--- src/design/enc_pulse_pkg.sv ---
// shared constants, types and helper functions for the encoder pulse output divider
package enc_pulse_pkg;

    ////////////////////////////////////////////////////////////////////////////////
    // widths
    localparam int PPR_W = 31;      // output pulse count setting, up to 2^30
    localparam int POS_W = 21;      // encoder counts and quadrature positions per turn
    localparam int SPEED_W = 13;    // motor speed magnitude in rev per minute
    localparam int GAP_W = 4;       // cycles since the last quadrature edge

    typedef logic [PPR_W-1:0] ppr_t;
    typedef logic [POS_W-1:0] pos_t;
    typedef logic [SPEED_W-1:0] speed_t;
    typedef logic [GAP_W-1:0] gap_t;

    ////////////////////////////////////////////////////////////////////////////////
    // output pulse count limits and granularity bands
    localparam ppr_t PPR_MIN = 31'h0000_0010;      // 16 pulses per turn
    localparam ppr_t PPR_DEFAULT = 31'h0000_0800;  // 2048 pulses per turn
    localparam ppr_t PPR_MAX_13 = 31'h0000_0800;   // 2048 for a 13-bit encoder
    localparam ppr_t PPR_MAX_17 = 31'h0000_8000;   // 32768 for a 17-bit encoder
    localparam ppr_t PPR_MAX_20 = 31'h0004_0000;   // 262144 for a 20-bit encoder
    localparam ppr_t BAND1_MAX = 31'h0000_4000;    // step 1 up to 16384
    localparam ppr_t BAND2_MAX = 31'h0000_8000;    // step 2 up to 32768
    localparam ppr_t BAND3_MAX = 31'h0001_0000;    // step 4 up to 65536
    localparam ppr_t BAND4_MAX = 31'h0002_0000;    // step 8 up to 131072

    // encoder counts per turn
    localparam pos_t RES_13 = 21'h00_2000;
    localparam pos_t RES_17 = 21'h02_0000;
    localparam pos_t RES_20 = 21'h10_0000;

    // speed limit of the finest band, halved for each coarser band
    localparam speed_t SPEED_LIMIT_BASE = 13'h1770;    // 6000 per minute

    ////////////////////////////////////////////////////////////////////////////////
    // timing
    localparam int CLK_HZ = 40_000_000;
    localparam int MAX_PULSE_PPS = 1_600_000;
    localparam int EDGES_PER_PULSE = 4;
    // least spacing of quadrature edges, rounded up to whole cycles
    localparam int MIN_EDGE_GAP_CYC = (CLK_HZ + EDGES_PER_PULSE * MAX_PULSE_PPS - 1)
                                      / (EDGES_PER_PULSE * MAX_PULSE_PPS);
    localparam gap_t MIN_EDGE_GAP = GAP_W'(MIN_EDGE_GAP_CYC);

    ////////////////////////////////////////////////////////////////////////////////
    // quadrature phase fields of the position counter
    localparam int QBIT_HI = 1;
    localparam int QBIT_LO = 0;
    localparam pos_t INDEX_ZONE = 21'h00_0002;     // one phase A high time
    localparam pos_t POS_ONE = 21'h00_0001;
    localparam pos_t POS_ZERO = 21'h00_0000;
    localparam gap_t GAP_ONE = 4'h1;

    ////////////////////////////////////////////////////////////////////////////////
    // enumerations
    typedef enum logic [1:0] {
        RES_SEL_13 = 2'b00,
        RES_SEL_17 = 2'b01,
        RES_SEL_20 = 2'b10
    } res_sel_t;

    typedef enum logic [1:0] {
        ST_LOAD = 2'b00,
        ST_RUN = 2'b01,
        ST_FAULT = 2'b10
    } ctl_state_t;

    ////////////////////////////////////////////////////////////////////////////////
    // helpers
    // granularity band as a power of two
    function automatic logic [2:0] step_shift(input ppr_t ppr);
        if (ppr <= BAND1_MAX) return 3'h0;
        else if (ppr <= BAND2_MAX) return 3'h1;
        else if (ppr <= BAND3_MAX) return 3'h2;
        else if (ppr <= BAND4_MAX) return 3'h3;
        else return 3'h4;
    endfunction

    // largest setting the encoder allows; zero for an unknown encoder
    function automatic ppr_t ppr_max(input logic [1:0] sel);
        case (sel)
            RES_SEL_13: return PPR_MAX_13;
            RES_SEL_17: return PPR_MAX_17;
            RES_SEL_20: return PPR_MAX_20;
            default: return '0;
        endcase
    endfunction

    function automatic pos_t res_count(input logic [1:0] sel);
        case (sel)
            RES_SEL_13: return RES_13;
            RES_SEL_17: return RES_17;
            default: return RES_20;
        endcase
    endfunction

    function automatic logic ppr_valid(input ppr_t ppr, input logic [1:0] sel);
        ppr_t mask;
        mask = (ppr_t'(1) << step_shift(ppr)) - ppr_t'(1);
        return (ppr >= PPR_MIN) && (ppr <= ppr_max(sel)) && ((ppr & mask) == '0);
    endfunction

    function automatic speed_t speed_limit(input ppr_t ppr);
        return SPEED_LIMIT_BASE >> step_shift(ppr);
    endfunction

endpackage

--- src/design/quad_phase_stage.sv ---
// quadrature and index output stage driven by single quadrature steps
`timescale 1ns/1ps
module quad_phase_stage
    import enc_pulse_pkg::*;
(
    input wire logic clk,
    input wire logic srst,
    input wire logic step,
    input wire logic dir_fwd,
    input wire pos_t quad_total,
    output logic out_a,
    output logic out_a_n,
    output logic out_b,
    output logic out_b_n,
    output logic out_idx,
    output logic out_idx_n
);

    pos_t qpos;     // quadrature position within one turn
    pos_t next_qpos;
    logic next_a, next_b, next_idx;

    ////////////////////////////////////////////////////////////////////////////////
    // next position and phase levels
    always_comb begin
        next_qpos = qpos;
        if (step) begin
            // wrap at four edges per output pulse times the pulse count
            if (dir_fwd) begin
                next_qpos = (qpos == quad_total - POS_ONE) ? POS_ZERO : qpos + POS_ONE;
            end else begin
                next_qpos = (qpos == POS_ZERO) ? quad_total - POS_ONE : qpos - POS_ONE;
            end
        end
        // RQ1 gray sequence, 90 degrees
        // a leads b by one edge; only one bit of the gray pair moves per step
        next_a = ~next_qpos[QBIT_HI];
        next_b = next_qpos[QBIT_HI] ^ next_qpos[QBIT_LO];
        // RQ3 index at origin
        // RQ4 index width equals a high
        next_idx = next_qpos < INDEX_ZONE;
    end

    ////////////////////////////////////////////////////////////////////////////////
    // registers; the complement pins come from their own flops for equal delay
    always_ff @(posedge clk) begin
        if (srst) begin
            qpos <= POS_ZERO;
            out_a <= 1'b1;
            out_a_n <= 1'b0;
            out_b <= 1'b0;
            out_b_n <= 1'b1;
            out_idx <= 1'b1;
            out_idx_n <= 1'b0;
        end else begin
            qpos <= next_qpos;
            out_a <= next_a;
            out_a_n <= ~next_a;
            out_b <= next_b;
            out_b_n <= ~next_b;
            out_idx <= next_idx;
            out_idx_n <= ~next_idx;
        end
    end
endmodule // quad_phase_stage

--- src/design/encoder_pulse_output_divider.sv ---
// encoder pulse output divider: setting check, pulse division and rate alarms
// Requirements on this block and its host
// RQ1 - phase a and b quadrature, 90 degrees
// RQ2 - pulses per turn equal configured count
// RQ3 - one index pulse per turn
// RQ4 - index width equals one phase a pulse
// RQ5 - reverse rotation keeps same phase form
// RQ6 - divide encoder counts per turn internally
// RQ7 - granularity steps of 1,2,4,8,16 by band
// RQ8 - maximum count depends on encoder resolution
// RQ9 - setting alarm on range or step violation
// RQ10 - speed limit falls as count grows
// RQ11 - overspeed alarm above speed limit
// RQ12 - output pulse rate at most 1.6 Mpps; faster edges still pass and only raise OVERSPEED_ALARM
// RQ13 - host turns motor twice before origin return
// RQ14 - setting sampled only when leaving reset
`timescale 1ns/1ps
module encoder_pulse_output_divider
    import enc_pulse_pkg::*;
(
    input wire logic CLK,
    input wire logic SRST,
    input wire logic ENC_STEP,
    input wire logic ENC_DIR,
    input wire logic [1:0] ENC_RES_SEL,
    input wire ppr_t OUTPUT_PULSES_PER_REV,
    input wire logic REVERSE_ROTATION_SELECT,
    input wire speed_t MOTOR_SPEED,
    output logic QUAD_OUT_A,
    output logic QUAD_OUT_A_N,
    output logic QUAD_OUT_B,
    output logic QUAD_OUT_B_N,
    output logic INDEX_OUT,
    output logic INDEX_OUT_N,
    output logic SETTING_ALARM,
    output logic OVERSPEED_ALARM
);

    ////////////////////////////////////////////////////////////////////////////////
    // configuration captured once after reset
    ctl_state_t state;              // load, run or fault
    ctl_state_t next_state;
    ppr_t cfg_ppr;                  // accepted output pulse count
    ppr_t next_cfg_ppr;
    pos_t cfg_res;                  // encoder counts per turn
    pos_t next_cfg_res;
    pos_t cfg_quad_total;           // quadrature edges per turn, four per pulse
    pos_t next_cfg_quad_total;
    speed_t cfg_speed_limit;        // allowed speed for this count
    speed_t next_cfg_speed_limit;
    logic cfg_reverse;              // held for reference only, never steers the outputs
    logic next_cfg_reverse;
    logic next_setting_alarm;

    // next values of the configuration and the setting alarm
    always_comb begin
        next_state = state;
        next_cfg_ppr = cfg_ppr;
        next_cfg_res = cfg_res;
        next_cfg_quad_total = cfg_quad_total;
        next_cfg_speed_limit = cfg_speed_limit;
        next_cfg_reverse = cfg_reverse;
        next_setting_alarm = SETTING_ALARM;
        unique case (state)
            ST_LOAD: begin
                // RQ14 sample once
                // later changes on the setting pins wait for the next reset
                next_cfg_ppr = OUTPUT_PULSES_PER_REV;
                next_cfg_res = res_count(ENC_RES_SEL);
                next_cfg_quad_total = pos_t'({OUTPUT_PULSES_PER_REV, 2'b00});
                // RQ10 speed limit by band
                next_cfg_speed_limit = speed_limit(OUTPUT_PULSES_PER_REV);
                next_cfg_reverse = REVERSE_ROTATION_SELECT;
                // RQ7 granularity check
                // RQ8 resolution maximum
                // RQ9 setting alarm
                if (ppr_valid(OUTPUT_PULSES_PER_REV, ENC_RES_SEL)) begin
                    next_state = ST_RUN;
                end else begin
                    next_state = ST_FAULT;
                    next_setting_alarm = 1'b1;
                end
            end
            ST_RUN: begin
                next_state = ST_RUN;
            end
            ST_FAULT: begin
                // outputs stay frozen until the next reset
                next_state = ST_FAULT;
            end
            default: begin
                next_state = ST_FAULT;
            end
        endcase
    end

    // configuration registers
    always_ff @(posedge CLK) begin
        if (SRST) begin
            state <= ST_LOAD;
            cfg_ppr <= PPR_DEFAULT;
            cfg_res <= RES_13;
            cfg_quad_total <= pos_t'({PPR_DEFAULT, 2'b00});
            cfg_speed_limit <= SPEED_LIMIT_BASE;
            cfg_reverse <= 1'b0;
            SETTING_ALARM <= 1'b0;
        end else begin
            state <= next_state;
            cfg_ppr <= next_cfg_ppr;
            cfg_res <= next_cfg_res;
            cfg_quad_total <= next_cfg_quad_total;
            cfg_speed_limit <= next_cfg_speed_limit;
            cfg_reverse <= next_cfg_reverse;
            SETTING_ALARM <= next_setting_alarm;
        end
    end

    ////////////////////////////////////////////////////////////////////////////////
    // division of encoder counts into quadrature edges
    pos_t acc;                      // fractional position, always below cfg_res
    pos_t next_acc;
    logic quad_step;                // one quadrature edge this cycle
    logic next_quad_step;
    logic quad_dir;                 // edge direction, high for forward
    logic next_quad_dir;
    pos_t sum_fwd;                  // acc plus one encoder count worth of edges
    logic run_step;

    // next accumulator and edge request
    always_comb begin
        next_acc = acc;
        next_quad_step = 1'b0;
        next_quad_dir = quad_dir;
        sum_fwd = acc + cfg_quad_total;
        run_step = (state == ST_RUN) && ENC_STEP;
        // RQ6 divide encoder counts
        // a valid setting keeps four times the count at or below the resolution,
        // so one encoder count never yields more than one quadrature edge
        if (run_step) begin
            next_quad_dir = ENC_DIR;
            // RQ5 direction untouched
            if (ENC_DIR) begin
                if (sum_fwd >= cfg_res) begin
                    next_acc = sum_fwd - cfg_res;
                    next_quad_step = 1'b1;
                end else begin
                    next_acc = sum_fwd;
                end
            end else begin
                if (acc < cfg_quad_total) begin
                    next_acc = acc + (cfg_res - cfg_quad_total);
                    next_quad_step = 1'b1;
                end else begin
                    next_acc = acc - cfg_quad_total;
                end
            end
        end
    end

    // accumulator registers
    always_ff @(posedge CLK) begin
        if (SRST) begin
            acc <= POS_ZERO;
            quad_step <= 1'b0;
            quad_dir <= 1'b1;
        end else begin
            acc <= next_acc;
            quad_step <= next_quad_step;
            quad_dir <= next_quad_dir;
        end
    end

    ////////////////////////////////////////////////////////////////////////////////
    // overspeed supervision: motor speed and edge spacing
    gap_t gap_cnt;                  // cycles since the last edge, saturating
    gap_t next_gap_cnt;
    logic next_overspeed;
    logic gap_short;                // edge closer than the pulse rate allows

    // next gap count and sticky overspeed alarm
    always_comb begin
        next_gap_cnt = (gap_cnt < MIN_EDGE_GAP) ? gap_cnt + GAP_ONE : gap_cnt;
        gap_short = next_quad_step && (gap_cnt < MIN_EDGE_GAP);
        next_overspeed = OVERSPEED_ALARM;
        if (next_quad_step) begin
            next_gap_cnt = GAP_ONE;
        end
        // RQ11 speed above limit
        // RQ12 edge rate ceiling
        // edges are still passed on; the alarm tells the host they may be unreliable
        if ((state == ST_RUN) && ((MOTOR_SPEED > cfg_speed_limit) || gap_short)) begin
            next_overspeed = 1'b1;
        end
    end

    // supervision registers; the alarm only clears by reset
    always_ff @(posedge CLK) begin
        if (SRST) begin
            gap_cnt <= MIN_EDGE_GAP;
            OVERSPEED_ALARM <= 1'b0;
        end else begin
            gap_cnt <= next_gap_cnt;
            OVERSPEED_ALARM <= next_overspeed;
        end
    end

    ////////////////////////////////////////////////////////////////////////////////
    // output stage
    // RQ2 count per turn
    // RQ3 index per turn
    quad_phase_stage u_stage (
        .clk(CLK),
        .srst(SRST),
        .step(quad_step),
        .dir_fwd(quad_dir),
        .quad_total(cfg_quad_total),
        .out_a(QUAD_OUT_A),
        .out_a_n(QUAD_OUT_A_N),
        .out_b(QUAD_OUT_B),
        .out_b_n(QUAD_OUT_B_N),
        .out_idx(INDEX_OUT),
        .out_idx_n(INDEX_OUT_N)
    );
endmodule // encoder_pulse_output_divider

--- config.mk ---
export PLATFORM = sky130hd
export DESIGN_NAME = encoder_pulse_output_divider
export DESIGN_NICKNAME = d
export VERILOG_FILES = /design/src/design/enc_pulse_pkg.sv /design/src/design/quad_phase_stage.sv /design/src/design/encoder_pulse_output_divider.sv
export SDC_FILE = /design/constraint.sdc
export NUM_CORES = 1
export LEC_CHECK = 0
export BUFFER_PORTS_ARGS = -buffer_cell sky130_fd_sc_hd__clkbuf_2
export CAP_MARGIN = 15
export CORE_MARGIN = 3
export CORE_UTILIZATION = 40
export DETAILED_ROUTE_END_ITERATION = 7
export PLACE_DENSITY = 0.59
export SYNTH_ARGS = -nofsm -noshare
export SYNTH_HDL_FRONTEND = slang
export SYNTH_SLANG_ARGS = --single-unit
export TNS_END_PERCENT = 20
--- constraint.sdc ---
create_clock -name CLK -period 6.2 [get_ports CLK]
set_clock_uncertainty 0.05 [all_clocks]
set_input_delay 1.24 -clock CLK [delete_from_list [all_inputs] [get_ports CLK]]
set_output_delay 1.24 -clock CLK [all_outputs]
set_load 0.03 [all_outputs]
==> key figures <==
Worst setup path
  – Worst endpoint required time: 6.41 ns
  – Worst Setup Path Type: reg2reg
  – Critical Path End Type: flop
  – Arrival @ worst endpoint: 5.84 ns
  – Startpoint Class: flop
  – Top fanout value on the critical path: 10

STA
  – Slew @ Worst Pin: 0.946 ns
  – Final setup fails: 0
  – Setup ws final: 0.565 ns
  – Hold Slack: 0.416 ns
  – Setup TNS: 0 ns
  – Final hold vios: 0
  – Crit path time final: 5.63 ns
  – Max Clock Freq: 177 MHz
  – Fin crit share: 90.9%
  – Max_slew headroom: 36.8%
  – RSZ-0062 raised after global routing: false
  – Slew Limit Fails: 0

Worst hold path
  – Hold crit path type: reg2reg

Detailed routing
  – Routed len/inst: 18.3 um
  – Vias per cell: 5.84
  – Final WL: 31.0 mm
  – Drc violations: 0
  – Routed Antenna Nets: 0
  – DR iter-0 viols: 772
  – Total number of vias: 9,875
  – DRT Pass-1 Iters: 5

Placed design
  – Dpl cells: 1,675
  – Hpwl dp: 24.2 mm
  – Port buffer count: 57
  – DP Area: 10,400 um2
  – RePlAce Congestion: 0.914
  – Placement Setup Slack: 0.608 ns

Floorplanning
  – I/O Pins: 59
  – Initial core utilization: 41.5%
  – Core ar.: 23,900 um2
  – Die width: 163 um
  – Die Y: 163 um
  – Die area: 26,700 um2
  – Row cnt: 56

Clock network
  – Clock latency on the worst-skew pair: 0.36 ns
  – Htree depth: 3
  – Clk buf depth: 2
  – Hold_buf cts: 0
  – Total CTS buffers: 9
  – Post-CTS setup buffer count: 0
  – Clk root buf: clkbuf_16
  – Reg clk slew, reported paths: 0.07 ns
  – CTS sink cnt: 90
  – Post-cts sizing count: 0
  – CTS tree: yes

Yosys
  – Mean Syn Cell Area: 7.28 um2
  – Distinct cell type count after synthesis: 87
  – Asr flop ratio synth: 0%
  – Top FF cell, synth: dfxtp_1
  – Synthesis warning total: 0
  – Mapped Cells: 1,361
  – Synth Area in Simple Gates: 24.9%
  – Post-synth net total: 1,512
  – Adder-cell share of the synthesized area: 13.9%
  – Multiplexer share of the synthesized area: 2.69%
  – Post-synth EDFFs: 0
  – Register area share after synthesis: 18.2%
  – XOR/XNOR Fraction of Synth Area: 7.65%
  – FF+latch count, synth: 90
  – Post-synthesis compound-gate area fraction: 24.8%
  – Largest family of logic cells by synthesized area: simple AND/OR/NAND/NOR gates
  – Post-Synthesis Cell Area: 9910 um2

Outcome
  – Outcome: finished clean

Finish
  – Final Core Density: 45.1%
  – Layout Cells excl Fill: 1,691
  – N_diodes: 0
  – Fin area: 10,800 um2
  – Layout cells sized above 1: 8.89%
  – Layout fillers: 2,467
  – Area delta synth->final: 8.58%
  – Final Net Count: 1,518

Power
  – PD cells: 183 nW/um2
  – Peak VDD IR: 0.142 mV
  – Final Total Pwr: 1.97 mW
  – Lkg Pwr: 4.48 nW

GRT
  – Remaining global-route overflow: 0
  – Initial antenna violation count: 0
  – Pin count of the biggest net entering global routing: 69
  – Vias in the first global route: 9,129
  – First-pass GRT wire length: 50.1 mm
  – GRT Util Overall: 23.4%

Flow run
  – Max-cap viol count: 0
[report_power, final]
part	internal (mW)	total (mW)	switching [mW]	leakage [nW]
combinational	0.268	0.645	0.377	3.58
sequential	0.610	0.665	0.0552	0.737
clock	0.398	0.658	0.260	0.167
total	1.28	1.97	0.692	4.48
[cell families (layout without fill, tap and decap cells)]
kind of cell	count (synthesis)	count (layout)
AND/OR/NAND/NOR	500	500
AO/OA/AOI/OAI	359	359
buffers and inverters	199	210
adder cells (fa/ha/maj)	100	100
flip-flops	90	90
XOR/XNOR	85	85
multiplexers	26	26
other	2	2
[sequential cells by signal, indices dropped and copies added, names as in the netlist]
name and flops:
OVERSPEED_ALARM 1, SETTING_ALARM 1, acc 19, cfg_quad_total 19
cfg_res 3, cfg_speed_limit 13, gap_cnt 4, quad_dir 1
quad_step 1, state 2, u_stage.out_a 1, u_stage.out_b 1
u_stage.out_b_n 1, u_stage.out_idx 1, u_stage.out_idx_n 1, u_stage.qpos 21
[synth_stat cells, drive strengths merged (19+ instances only)]
| library cell | number | share of area [%] |
|---|---|---|
| a31oi | 21 | 1.3 |
| a21oi | 92 | 4.7 |
| mux2i | 21 | 2.1 |
| nor2 | 115 | 4.4 |
| nor3 | 39 | 2.0 |
| nand4 | 21 | 1.4 |
| inv | 116 | 4.4 |
| clkbuf | 68 | 2.6 |
| xnor2 | 67 | 5.9 |
| o21ai | 60 | 3.0 |
| dfxtp | 90 | 18 |
| nand2b | 19 | 1.2 |
| nor4 | 21 | 1.5 |
| nor2b | 20 | 1.3 |
| nand2 | 164 | 6.2 |
| ha | 83 | 10 |
| nand3 | 23 | 1.2 |
[layout make-up]
cell class	instances	area (um2)	area share, %
timing repair buffer	77	435	4.04
multi-input combinational	1072	7340	68.2
clock buffer	9	225	2.09
inverter	117	439	4.08
sequential	90	1800	16.7
clock inverter	7	124	1.15
tap	319	399	3.71
[critical path, stage by stage (launching register included)]
cell and delay (ns):
dfxtp_1 0.43, inv_1 0.07, ha_1 0.50, nor2_1 0.09, o311a_1 0.18, o311a_1 0.40, o311ai_2 0.38, a21oi_1 0.23
nor2_1 0.13, o21ai_0 0.10, xnor2_1 0.17, ha_1 0.45, and4_1 0.27, nand4_1 0.10, nor4bb_1 0.36, and4_1 0.23
and4_1 0.28, nor2_1 0.11, a21oi_2 0.28, mux2_2 0.38, a2111oi_2 0.34
[worst paths after layout]
kind	startpoint	end	slack (ns)	depth (start not counted)
setup / recovery	cfg_quad_total[5]	acc[14]	0.57	20
hold / removal	cfg_res[17]	cfg_res[17]	0.42	2
setup reg to reg	cfg_quad_total[5]	acc[14]	0.57	20
hold reg to reg	cfg_res[17]	cfg_res[17]	0.42	2
[routing by layer]
layer | vias up | global-route usage, % | wire length [um]
met5 | - | 0 | 0
met4 | 0 | 6.19 | 578
met3 | 28 | 1.75 | 1670
met2 | 334 | 37.3 | 13900
met1 | 4635 | 34.1 | 14900
li1 | 4878 | - | -
[layout by cell type, fill, tap and decap left out, types with 23 or more instances in the layout]
master / n
nand3_1: 23
clkbuf_2: 57
a21oi_1: 90
dfxtp_1: 90
inv_1: 116
xnor2_1: 67
nor2_1: 114
o21ai_0: 60
ha_1: 83
nor3_1: 38
nand2_1: 164
Power figures use the tool's default switching activity.
